--- src/hdl/bcu_map.svh ---
// Register offsets, field positions, reset values and timing counts
`ifndef BCU_MAP_SVH
`define BCU_MAP_SVH
`define BCU_OFF_CTRL      4'h0
`define BCU_OFF_CMD       4'h1
`define BCU_OFF_IRQSTAT   4'h2
`define BCU_OFF_IRQMASK   4'h3
`define BCU_OFF_STATUS    4'h4
`define BCU_BIT_VGA       19
`define BCU_BIT_RSVD      20
`define BCU_BIT_MABORT    21
`define BCU_BIT_SECRST    22
`define BCU_BIT_FB2B      23
`define BCU_BIT_PTOSEL    24
`define BCU_BIT_TOSTAT    26
`define BCU_BIT_IOEN      0
`define BCU_BIT_MEMEN     1
`define BCU_BIT_SERREN    8
`define BCU_CTRL_WMASK    32'h01E8_0000
`define BCU_CMD_WMASK     32'h0000_0103
`define BCU_RST_CTRL      32'h0000_0000
`define BCU_TO_LONG_LOG2  15
`define BCU_TO_SHORT_LOG2 10
`define BCU_ALL_ONES      32'hFFFF_FFFF
`define BCU_VGA_MEM_LO    32'h000A_0000
`define BCU_VGA_MEM_HI    32'h000B_FFFF
`define BCU_VGA_IO1_LO    10'h3B0
`define BCU_VGA_IO1_HI    10'h3BB
`define BCU_VGA_IO2_LO    10'h3C0
`define BCU_VGA_IO2_HI    10'h3DF
`define BCU_IRQ_TIMEOUT   0
`define BCU_IRQ_MABORT    1
`endif

--- src/hdl/bcu_pkg.sv ---
// Types shared by the bridge control block
package bcu_pkg;
    typedef enum logic [1:0] {
        BCU_TO_IDLE,
        BCU_TO_RUN,
        BCU_TO_DONE
    } bcu_to_state_t;

    typedef struct packed {
        bcu_to_state_t state;
        logic [15:0]   count;
        logic          expired;
    } bcu_timer_t;

    typedef struct packed {
        logic [31:0] ctrl;
        logic [31:0] cmd;
        logic [1:0]  irqStat;
        logic [1:0]  irqMask;
        logic        toStatus;
        logic [31:0] readData;
        logic        readValid;
        logic        fwdDown;
        logic        claimUp;
        logic        daTargetAbort;
        logic        daAllOnes;
        logic        primSerr;
    } bcu_regs_t;
endpackage : bcu_pkg

--- src/hdl/bcu_timeout.sv ---
// Primary master time-out counter for queued delayed completions
`include "bcu_map.svh"
module bcu_timeout
    import bcu_pkg::*;
(
    input  wire logic sys_clk,
    input  wire logic sys_rst,
    input  wire logic headValid,
    input  wire logic retrySeen,
    input  wire logic shortSel,
    output logic      expired
);
    bcu_timer_t st_r;
    bcu_timer_t st_nxt;
    logic [15:0] limit;

    // Time-out length from the select bit
    // RL14 length select
    assign limit = shortSel ? 16'((1 << `BCU_TO_SHORT_LOG2) - 1)
                            : 16'((1 << `BCU_TO_LONG_LOG2) - 1);
    assign expired = st_r.expired;

    // Counter state machine
    always_comb begin
        st_nxt = st_r;
        st_nxt.expired = 1'b0;
        unique case (st_r.state)
            BCU_TO_IDLE: begin
                st_nxt.count = 16'h0000;
                // RL12 start at head
                if (headValid && !retrySeen) begin
                    st_nxt.state = BCU_TO_RUN;
                end
            end
            BCU_TO_RUN: begin
                // RL18 reload on retry
                if (retrySeen || !headValid) begin
                    st_nxt.state = BCU_TO_IDLE;
                    st_nxt.count = 16'h0000;
                // RL13 discard on expiry
                end else if (st_r.count >= limit) begin
                    st_nxt.expired = 1'b1;
                    st_nxt.state   = BCU_TO_DONE;
                end else begin
                    st_nxt.count = st_r.count + 16'h0001;
                end
            end
            BCU_TO_DONE: begin
                // Wait for queue to drop the entry
                if (!headValid) begin
                    st_nxt.state = BCU_TO_IDLE;
                end
            end
        endcase
    end

    // RL18 primary reset clears
    always_ff @(posedge sys_clk) begin
        if (sys_rst) begin
            st_r <= '{state: BCU_TO_IDLE, count: 16'h0000, expired: 1'b0};
        end else begin
            st_r <= st_nxt;
        end
    end
endmodule : bcu_timeout

--- src/hdl/bcu_bridge_ctrl.sv ---
// Bridge control upper bits, decode, abort policy and bus slave
// Notes on behaviour
// RL1: VGA I/O decode ignores bits 15:10, needs bits 31:16 zero.
// RL2: VGA forwarding needs both I/O and memory space enables.
// RL3: VGA ranges seen on secondary bus are never claimed upstream; the code excludes them only while VGA enable (bit 19) is set.
// RL4: Bit 20 reads zero, writes ignored.
// RL5: Policy clear: delayed aborts complete, reads give all ones, no SERR.
// RL6: Policy set: delayed transaction ends with target abort.
// RL7: Policy set: aborted posted write raises SERR if SERR enabled.
// RL8: Bit 22 drives secondary bus reset directly.
// RL9: Secondary reset returns buffers and secondary logic to reset.
// RL10: Secondary reset leaves primary logic and configuration alone.
// RL11: Bit 23 gates fast back-to-back on secondary bus.
// RL12: Time-out counter starts when completion reaches queue head.
// RL13: Initiator must retry before expiry, else transaction discarded.
// RL14: Bit 24 selects 2^15 cycles when clear, 2^10 when set.
// RL15: VGA enable forwards memory window A0000 to BFFFF downstream.
// RL16: VGA enable forwards legacy video I/O register ranges.
// RL17: Time-out status set on discard, write one clears.
// RL18: Counter reloads on retry and clears on primary reset.
`include "bcu_map.svh"
module bcu_bridge_ctrl
    import bcu_pkg::*;
(
    input  wire logic        sys_clk,
    input  wire logic        sys_rst,
    input  wire logic [3:0]  avs_address,
    input  wire logic        avs_read,
    input  wire logic        avs_write,
    input  wire logic [31:0] avs_writedata,
    input  wire logic [3:0]  avs_byteenable,
    output logic [31:0]      avs_readdata,
    output logic             avs_waitrequest,
    output logic             irq,
    input  wire logic        primValid,
    input  wire logic        primIsIo,
    input  wire logic [31:0] primAddr,
    input  wire logic        secValid,
    input  wire logic        secIsIo,
    input  wire logic [31:0] secAddr,
    output logic             fwdDown,
    output logic             claimUp,
    input  wire logic        maDelayed,
    input  wire logic        maPosted,
    output logic             daTargetAbort,
    output logic             daAllOnes,
    output logic             primSerr,
    output logic             secBusReset,
    output logic             secLogicReset,
    output logic             fastB2bAllow,
    input  wire logic        dcHeadValid,
    input  wire logic        dcRetry,
    output logic             dcDiscard
);
    bcu_regs_t r_r;
    bcu_regs_t r_nxt;
    logic      toExpired;

    // Legacy video I/O range test on the low ten bits
    function automatic logic vgaIoHit(input logic [31:0] a);
        logic [9:0] lo;
        lo = a[9:0];
        // RL1 upper bits zero
        // RL16 video register ranges
        return (a[31:16] == 16'h0000) &&
               ((lo >= `BCU_VGA_IO1_LO && lo <= `BCU_VGA_IO1_HI) ||
                (lo >= `BCU_VGA_IO2_LO && lo <= `BCU_VGA_IO2_HI));
    endfunction : vgaIoHit

    // Legacy video memory window test
    function automatic logic vgaMemHit(input logic [31:0] a);
        // RL15 memory window
        return (a >= `BCU_VGA_MEM_LO) && (a <= `BCU_VGA_MEM_HI);
    endfunction : vgaMemHit

    // Byte-lane merge of a masked write
    function automatic logic [31:0] merge(input logic [31:0] old,
                                          input logic [31:0] wd,
                                          input logic [3:0]  be,
                                          input logic [31:0] wm);
        logic [31:0] lanes;
        lanes = {{8{be[3]}}, {8{be[2]}}, {8{be[1]}}, {8{be[0]}}};
        return (old & ~(lanes & wm)) | (wd & lanes & wm);
    endfunction : merge

    bcu_timeout u_timeout (
        .sys_clk   (sys_clk),
        .sys_rst   (sys_rst),
        .headValid (dcHeadValid),
        .retrySeen (dcRetry),
        .shortSel  (r_r.ctrl[`BCU_BIT_PTOSEL]),
        .expired   (toExpired)
    );

    // Slave answers a read one cycle after it is taken
    assign avs_waitrequest = avs_read && !r_r.readValid;
    assign avs_readdata    = r_r.readData;
    assign irq             = |(r_r.irqStat & r_r.irqMask);
    assign fwdDown         = r_r.fwdDown;
    assign claimUp         = r_r.claimUp;
    assign daTargetAbort   = r_r.daTargetAbort;
    assign daAllOnes       = r_r.daAllOnes;
    assign primSerr        = r_r.primSerr;
    // RL8 reset pin from bit
    assign secBusReset     = r_r.ctrl[`BCU_BIT_SECRST];
    // RL9 secondary logic reset
    assign secLogicReset   = r_r.ctrl[`BCU_BIT_SECRST];
    // RL11 fast back-to-back gate
    assign fastB2bAllow    = r_r.ctrl[`BCU_BIT_FB2B] &&
                             !r_r.ctrl[`BCU_BIT_SECRST];
    // RL13 discard on expiry
    assign dcDiscard       = toExpired;

    // Register file, decode and abort policy
    always_comb begin
        logic vgaOn;
        logic enBoth;
        logic rdClr;
        vgaOn  = 1'b0;
        enBoth = 1'b0;
        rdClr  = 1'b0;
        r_nxt  = r_r;
        vgaOn  = r_r.ctrl[`BCU_BIT_VGA];
        // RL2 both space enables
        enBoth = r_r.cmd[`BCU_BIT_IOEN] && r_r.cmd[`BCU_BIT_MEMEN];

        // Read data captured; waitrequest drops the next cycle
        r_nxt.readValid = avs_read && !r_r.readValid;
        if (avs_read && !r_r.readValid) begin
            unique case (avs_address)
                // RL4 reserved bit zero
                `BCU_OFF_CTRL: begin
                    r_nxt.readData = r_r.ctrl;
                    r_nxt.readData[`BCU_BIT_TOSTAT] = r_r.toStatus;
                end
                `BCU_OFF_CMD:     r_nxt.readData = r_r.cmd;
                `BCU_OFF_IRQSTAT: begin
                    r_nxt.readData = {30'h0, r_r.irqStat};
                    rdClr = 1'b1;
                end
                `BCU_OFF_IRQMASK: r_nxt.readData = {30'h0, r_r.irqMask};
                `BCU_OFF_STATUS:
                    r_nxt.readData = {29'h0, toExpired,
                                      dcHeadValid, r_r.toStatus};
                default:          r_nxt.readData = 32'h0000_0000;
            endcase
        end

        // Writes are taken in one cycle; RL10 config untouched by sec reset
        if (rdClr) begin
            r_nxt.irqStat = 2'b00;
        end
        if (avs_write) begin
            unique case (avs_address)
                `BCU_OFF_CTRL: begin
                    // RL4 writes ignored
                    r_nxt.ctrl = merge(r_r.ctrl, avs_writedata,
                                       avs_byteenable, `BCU_CTRL_WMASK);
                    // RL17 write one clears
                    if (avs_byteenable[3] &&
                        avs_writedata[`BCU_BIT_TOSTAT]) begin
                        r_nxt.toStatus = 1'b0;
                    end
                end
                `BCU_OFF_CMD:
                    r_nxt.cmd = merge(r_r.cmd, avs_writedata,
                                      avs_byteenable, `BCU_CMD_WMASK);
                `BCU_OFF_IRQMASK:
                    if (avs_byteenable[0]) begin
                        r_nxt.irqMask = avs_writedata[1:0];
                    end
                default: ;
            endcase
        end

        // Hardware set wins over clear
        // RL17 status on discard
        if (toExpired) begin
            r_nxt.toStatus = 1'b1;
            r_nxt.irqStat[`BCU_IRQ_TIMEOUT] = 1'b1;
        end
        if (maDelayed || maPosted) begin
            r_nxt.irqStat[`BCU_IRQ_MABORT] = 1'b1;
        end

        // RL1 RL15 RL16 VGA downstream decode
        r_nxt.fwdDown = primValid && vgaOn && enBoth &&
                        (primIsIo ? vgaIoHit(primAddr)
                                  : vgaMemHit(primAddr));
        // RL3 no upstream claim; ISA and window decode lie elsewhere
        r_nxt.claimUp = secValid && !r_r.ctrl[`BCU_BIT_SECRST] &&
                        !(vgaOn && (secIsIo ? vgaIoHit(secAddr)
                                            : vgaMemHit(secAddr)));

        // RL5 normal completion with all ones
        r_nxt.daAllOnes     = maDelayed && !r_r.ctrl[`BCU_BIT_MABORT];
        // RL6 target abort
        r_nxt.daTargetAbort = maDelayed && r_r.ctrl[`BCU_BIT_MABORT];
        // RL7 SERR on posted abort
        r_nxt.primSerr      = maPosted && r_r.ctrl[`BCU_BIT_MABORT] &&
                              r_r.cmd[`BCU_BIT_SERREN];
    end

    // Primary reset only; secondary reset never touches this state
    always_ff @(posedge sys_clk) begin
        if (sys_rst) begin
            r_r <= '0;
        end else begin
            r_r <= r_nxt;
        end
    end
endmodule : bcu_bridge_ctrl

--- config.mk ---
export PLATFORM = sky130hd
export DESIGN_NAME = bcu_bridge_ctrl
export DESIGN_NICKNAME = d
export VERILOG_FILES = /design/src/hdl/bcu_pkg.sv /design/src/hdl/bcu_timeout.sv /design/src/hdl/bcu_bridge_ctrl.sv
export VERILOG_INCLUDE_DIRS = /design/src /design/src/hdl
export SDC_FILE = /design/constraint.sdc
export NUM_CORES = 1
export LEC_CHECK = 0
export BUFFER_PORTS_ARGS = -buffer_cell sky130_fd_sc_hd__buf_2
export CELL_PAD_IN_SITES_DETAIL_PLACEMENT = 1
export CELL_PAD_IN_SITES_GLOBAL_PLACEMENT = 2
export CORE_MARGIN = 5
export CORE_UTILIZATION = 25
export CTS_CLUSTER_SIZE = 24
export DETAILED_ROUTE_END_ITERATION = 10
export HOLD_SLACK_MARGIN = 0.08
export PLACE_DENSITY_LB_ADDON = 0.1
export SETUP_SLACK_MARGIN = 0.2
export SLEW_MARGIN = 20
export SYNTH_ARGS = -nofsm -noshare
export SYNTH_HDL_FRONTEND = slang
export SYNTH_HIERARCHICAL = 1
export SYNTH_SLANG_ARGS = --single-unit
--- constraint.sdc ---
create_clock -name sys_clk -period 6.1 [get_ports sys_clk]
set_clock_uncertainty 0.2 [all_clocks]
set_input_delay 0.915 -clock sys_clk [delete_from_list [all_inputs] [get_ports sys_clk]]
set_output_delay 0.915 -clock sys_clk [all_outputs]
set_load 0.02 [all_outputs]
==> insert_results.sql, run 1 <==
INSERT INTO impl_metrics (metric_group, metric, value, unit) VALUES
('yosys', 'synth_area_leaders', 'dfxtp_1, buf_4, nor2_1', ''),
('final_layout', 'fin_nets', '518', ''),
('critical_path', 'worst_path_largest_cell_delay', '0.38', 'ns'),
('sta', 'fmax', '348', 'MHz'),
('run_status', 'outcome', 'finished, final reports clean', ''),
('floorplanning', 'initial_core_util', '25.2', '%'),
('clocking', 'post-cts-setup-buffer-count', '0', ''),
('yosys', 'post-synth-top-count-cell', 'dfxtp_1', ''),
('power_and_ir_drop', 'cell_area_power_density', '193', 'nW/µm²'),
('clocking', 'clkLatencyLatePin', '0.30', 'ns'),
('power_and_ir_drop', 'power.share.combinational', '16.6', '%'),
('yosys', 'post_synthesis_sequential_element_count', '48', ''),
('final_layout', 'antennaDiodeCount', '0', ''),
('power_and_ir_drop', 'switching_share', '28.4', '%'),
('sta', 'worstMarginPinSlew', '0.759', 'ns'),
('critical_path', 'timing.critical_path.max_delay_family', 'buffers and inverters', ''),
('min_path', 'worstHoldStart', 'avs_readdata[8]', ''),
('sta', 'timing.final.max_slew_violations', '0', ''),
('placement', 'dp_hpwl', '6.26', 'mm'),
('power_and_ir_drop', 'share_clk_of_total_power', '32.1', '%'),
('sta', 'period_share', '47.1', '%'),
('critical_path', 'crit_path_end_kind', 'output port', ''),
('critical_path', 'kind_of_start_point_of_the_critical_path', 'primary input', ''),
('sta', 'finalSetupViolations', '0', ''),
('critical_path', 'crit_start', 'avs_read', ''),
('critical_path', 'worst_path_max_delay_cell', 'nand2b_1', ''),
('yosys', 'netlist-cell-type-count', '59', ''),
('floorplanning', 'num_io_pins', '159', ''),
('yosys', 'synth_largest_type_area_fraction', '35.5', '%'),
('yosys', 'postSynthAreaPerCell', '8.71', 'µm²'),
('critical_path', 'worst-setup-path-type', 'primary input to output port', ''),
('clocking', 'tritoncts', 'done', ''),
('global_route', 'number_of_global_route_vias_before_repair', '2514', ''),
('yosys', 'yosysWarnings', '6', ''),
('clocking', 'cts.htree.levels', '2', ''),
('floorplanning', 'placeableCoreArea', '10700', 'µm²'),
('global_route', 'grt_overflow', '0', ''),
('power_and_ir_drop', 'internal_power', '0.447', 'mW'),
('yosys', 'synthCells', '311', ''),
('floorplanning', 'die_x', '114', 'µm'),
('sta', 'final.min_clock_period', '2.87', 'ns'),
('global_route', 'grt_antenna_before_repair', '0', ''),
('critical_path', 'cp_data_arrival_time', '1.76', 'ns'),
('yosys', 'async_reset_ff_share', '0', '%'),
('final_layout', 'drive_gt1_share', '29.7', '%'),
('drt', 'postRouteAntennaNets', '0', ''),
('floorplanning', 'die_h', '114', 'µm'),
('global_route', 'grt_start_max_net_pins', '41', ''),
('power_and_ir_drop', 'p_sw', '0.177', 'mW'),
('clocking', 'cts-buffers-inserted', '5', ''),
('drt', 'drc_errors', '0', ''),
('drt', 'total_number_of_vias', '2500', ''),
('drt', 'first_iter_violations', '64', ''),
('yosys', 'synth.cell_area', '2710', 'µm²'),
('drt', 'avgViaCountPerCell', '4.68', ''),
('clocking', 'clock_tree.buffer_depth', '2', ''),
('power_and_ir_drop', 'power_leakage', '1.41', 'nW'),
('clocking', 'root_buffer_cell', 'clkbuf_8', ''),
('sta', 'worst_slew_margin_rel', '49.4', '%'),
('sta', 'timing.setup.tns', '0', 'ns'),
('critical_path', 'cpMostUsedCell', 'buf_2', ''),
('yosys', 'synth.yosys.seq_area_share', '35.5', '%'),
('yosys', 'synth-edff-count', '0', ''),
('global_route', 'globalRouteTotalUtil', '12.1', '%'),
('critical_path', 'buffering_stage_count_on_the_worst_path_with_inverters_included', '3', ''),
('final_layout', 'syn2layout_area_growth', '19.7', '%'),
('power_and_ir_drop', 'vdd_drop_max', '0.0760', 'mV'),
('drt', 'drtPass1Iterations', '4', ''),
('placement', 'globalplace.congestion', '0.747', ''),
('clocking', 'cts.reportedPaths.clkPinSlew', '0.08', 'ns'),
('floorplanning', 'fp-row-count', '38', '');
-- metrics by stage --
stage | hold WS [ns] | util (%) | setup slack, ns | std cells
after floorplan | 0.232 | - | 3.64 | 332
after global placement | 0.242 | 29.3 | 3.19 | 526
after detailed placement | 0.250 | 29.3 | 3.20 | 526
after CTS | 0.264 | 30.2 | 3.19 | 534
after global routing | 0.277 | 30.2 | 3.11 | 534
final | 0.256 | 30.2 | 3.23 | 534
-- cell type report --
cell class	instances	area, µm²	area share [%]
clock buffer	8	90.1	2.78
inverter	5	18.8	0.579
multi-input combinational	236	1510	46.6
sequential	48	961	29.7
tap	140	175	5.41
timing repair buffer	97	485	15.0
-- layer usage --
| layer | wire length [µm] | share of wire, % | track usage, % |
|---|---|---|---|
| met1 | 3740 | 47 | 15.5 |
| met5 | 0 | 0 | 0 |
| met4 | 79 | 0.98 | 3.09 |
| met3 | 539 | 6.7 | 2.64 |
| met2 | 3670 | 46 | 20.6 |
-- worst min-delay path, delay by kind of cell (launching register included) --
family | cells | cell delay [ns]
flip-flops | 1 | 0.31
AND/OR/NAND/NOR | 1 | 0.05
AO/OA/AOI/OAI | 1 | 0.05
-- cell usage in the layout, fill, tap and decap left out, types with 3 or more instances in the layout --
cell | Yosys | final
or3_1 | 8 | 8
nor4_1 | 4 | 4
nand4_1 | 9 | 9
conb_1 | 1 | 22
or4_1 | 5 | 5
nand2b_1 | 5 | 5
inv_1 | 4 | 4
clkbuf_8 | 0 | 6
nor4b_1 | 4 | 4
nor2b_1 | 3 | 3
nand3_1 | 12 | 12
dfxtp_1 | 48 | 48
o21ai_0 | 7 | 7
nor3_1 | 7 | 7
a22oi_1 | 6 | 6
mux2i_1 | 11 | 11
a211oi_1 | 4 | 4
o211ai_1 | 5 | 5
ha_1 | 9 | 9
a21oi_1 | 14 | 14
a32oi_1 | 3 | 3
and3_1 | 4 | 4
nand4b_1 | 4 | 4
nor2_1 | 34 | 34
nand2_1 | 16 | 16
buf_2 | 3 | 97
nor3b_1 | 3 | 3
-- cell families after synthesis --
kind of cell	synth area share (%)
buffers and inverters	11.6
and+or+nand+nor	29.6
adders and majority gates	4.16
AOI/OAI and AO/OA	13.6
other	0.138
muxes	5.31
DFF	35.5
-- power by group through the flow --
stage	registers, mW	logic [mW]	clock network [mW]
floorplan	0.328	0.0702	0
global placement	0.328	0.104	0
detailed placement	0.328	0.105	0
CTS	0.321	0.105	0.217
global route	0.321	0.116	0.228
finish	0.321	0.103	0.201
-- path summary, 6_finish.rpt --
check	depth (start not counted)	end	slack, ns
worst min register to register	2	avs_readdata[8]	0.26
worst max-delay path	4	avs_waitrequest	3.23
worst min-delay path	2	avs_readdata[8]	0.26
worst max register to register	6	u_timeout/st_r[17]	3.48
Note: power is estimated with default switching activity, not from simulation.
==> inputs of run 2 (changes only) <==
Settings changed: CORE_UTILIZATION 25 to 23.
Clock period 6.1 ns to 2.75 ns, I/O delays scaled along.
==> run 2 against run 1 <==
Clock power increased to 3.1 times the previous value. Critical path type is now register to register. Sequential share of layout area decreased by 1.3 points. Non-clock buffer count increased by 8. Routed wire length increased by 7.4%.
==> insert_results.sql, run 2 (synthesis results as in run 1) <==
INSERT INTO impl_metrics (metric_group, metric, value, unit) VALUES
('run_status', 'outcome', 'finished, final reports clean', ''),
('final_layout', 'layout.cells.most_common', 'buf_2', ''),
('drt', 'first_iter_violations', '94', ''),
('power_and_ir_drop', 'total_power', '1.60', 'mW'),
('drt', 'drtPass1Iterations', '4', ''),
('clocking', 'cts-buffers-inserted', '5', ''),
('clocking', 'post_cts_hold_buffer_count', '0', ''),
('critical_path', 'worst-setup-path-type', 'register to register', ''),
('clocking', 'cts_sinks', '48', ''),
('sta', 'period_share', '87.4', '%'),
('flow_run', 'cap_violations', '0', ''),
('placement', 'globalplace.congestion', '0.708', ''),
('placement', 'dp_hpwl', '6.77', 'mm'),
('floorplanning', 'initial_core_util', '23.6', '%'),
('final_layout', 'drive_gt1_share', '31.8', '%'),
('critical_path', 'r2r_setup_slack', '0.35', 'ns'),
('global_route', 'grt_start_max_net_pins', '27', ''),
('sta', 'fmax', '416', 'MHz'),
('floorplanning', 'num_io_pins', '159', ''),
('min_path', 'worstHoldStart', 'avs_writedata[22]', ''),
('global_route', 'grt_overflow', '0', ''),
('global_route', 'number_of_global_route_vias_before_repair', '2465', ''),
('sta', 'hold_violations', '0', ''),
('clocking', 'clkLatencyLatePin', '0.29', 'ns'),
('critical_path', 'kind_of_start_point_of_the_critical_path', 'register', ''),
('drt', 'postRouteWirelength', '8.63', 'mm'),
('clocking', 'root_buffer_cell', 'clkbuf_16', ''),
('power_and_ir_drop', 'cell_area_power_density', '471', 'nW/µm²'),
('floorplanning', 'die_x', '119', 'µm'),
('sta', 'final.min_clock_period', '2.40', 'ns'),
('power_and_ir_drop', 'power_leakage', '1.49', 'nW'),
('floorplanning', 'fp-row-count', '39', ''),
('floorplanning', 'die_h', '119', 'µm'),
('clocking', 'clock_tree.buffer_depth', '2', ''),
('critical_path', 'cp_data_arrival_time', '2.38', 'ns'),
('global_route', 'grt_antenna_before_repair', '0', ''),
('critical_path', 'crit_path_end_kind', 'register', ''),
('critical_path', 'worst_r2r_endpoint', 'u_timeout/st_r[17]', ''),
('critical_path', 'cp.required', '2.73', 'ns'),
('sta', 'timing.setup.tns', '0', 'ns'),
('drt', 'post_drt_wl_per_cell', '15.8', 'µm'),
('drt', 'total_number_of_vias', '2518', ''),
('sta', 'finalSetupViolations', '0', ''),
('global_route', 'wire_length_of_the_first_global_routing_pass', '13.3', 'mm'),
('power_and_ir_drop', 'vdd_drop_max', '0.213', 'mV'),
('global_route', 'globalRouteTotalUtil', '11.6', '%'),
('floorplanning', 'die_outline_area', '14000', 'µm²'),
('floorplanning', 'placeableCoreArea', '11500', 'µm²'),
('clocking', 'tritoncts', 'done', ''),
('critical_path', 'highest_fanout_seen_on_the_critical_path', '4', ''),
('placement', 'port_buffers', '97', ''),
('min_path', 'hold_depth', '3', ''),
('min_path', 'hp-class', 'primary input to register', ''),
('sta', 'timing.final.max_slew_violations', '0', ''),
('drt', 'drc_errors', '0', ''),
('clocking', 'cts.reportedPaths.clkPinSlew', '0.07', 'ns'),
('final_layout', 'antennaDiodeCount', '0', ''),
('drt', 'postRouteAntennaNets', '0', ''),
('final_layout', 'most-common-layout-cells', 'buf_2, dfxtp_1, nor2_1', ''),
('critical_path', 'r2r-start', 'u_timeout/st_r[2]', ''),
('final_layout', 'syn2layout_area_growth', '25.2', '%'),
('final_layout', 'fin_nets', '527', ''),
('clocking', 'cts.htree.levels', '2', ''),
('sta', 'grt_setup_unrepaired', 'false', ''),
('drt', 'avgViaCountPerCell', '4.62', ''),
('critical_path', 'timing.reg2reg.worst_path_depth', '6', '');
## run 2: worst max path at each step
stage	from	slack [ns]	cells after the start	endpoint
6_report	u_timeout/st_r[2]	0.35	6	u_timeout/st_r[17]
5_1_grt	u_timeout/st_r[2]	0.17	6	u_timeout/st_r[17]
4_1_cts	register	0.16	6	u_timeout/st_r[17]
3_5_place_dp	register	0.16	6	u_timeout/st_r[6]
3_3_place_gp	register	0.19	6	u_timeout/st_r[6]
2_1_floorplan	register	0.46	6	u_timeout/st_r[17]
## run 2: routing by layer
metal / part of all wire, % / up-vias / global-route usage, % / routed length, µm
met5: 0 / - / 0 / 0
met4: 0.99 / 0 / 2.98 / 85
met3: 5.1 / 8 / 2.77 / 436
met2: 46 / 64 / 18.9 / 3990
met1: 48 / 1168 / 15.3 / 4120
li1: - / 1278 / - / -
## run 2: repair_timing
action,CTS,global route
pin swaps,0,4
setup buffers,0,1
gates cloned,0,1
setup endpoints to repair,1,9
resized for setup,1,2
## run 2: worst max-delay path, stage by stage, from the launching register on
cell,delay [ns]
dfxtp_1,0.39
ha_1,0.24
nand4_2,0.20
nor4_4,0.37
nor3_1,0.12
a222oi_1,0.38
mux2_2,0.39
## run 2: layout make-up
| class | instances | area, µm² |
|---|---|---|
| fillers | 1390 | 8080 |
| well taps | 143 | 179 |
| inverters | 5 | 18.8 |
| clock buffers | 6 | 139 |
| multi-input cells | 237 | 1540 |
| clock inverters | 1 | 8.76 |
| repair buffers | 105 | 546 |
| flip-flops and latches | 48 | 962 |
## run 2: metrics by stage
stage | setup WS [ns] | instances | instance area [µm²] | hold slack (ns) | utilization, %
global placement | 0.194 | 536 | 3210 | 0.247 | 28.0
global route | 0.167 | 545 | 3390 | 0.167 | 29.6
floorplan | 0.463 | 332 | 2790 | 0.232 | -
detailed placement | 0.158 | 536 | 3210 | 0.260 | 28.0
CTS | 0.165 | 543 | 3360 | 0.157 | 29.3
finish | 0.346 | 545 | 3390 | 0.155 | 29.6
## run 2: power breakdown
group	internal, mW	switching [mW]	leakage (nW)
clock	0.359	0.271	0.0729
sequential	0.705	0.00605	0.389
combinational	0.0992	0.155	1.03
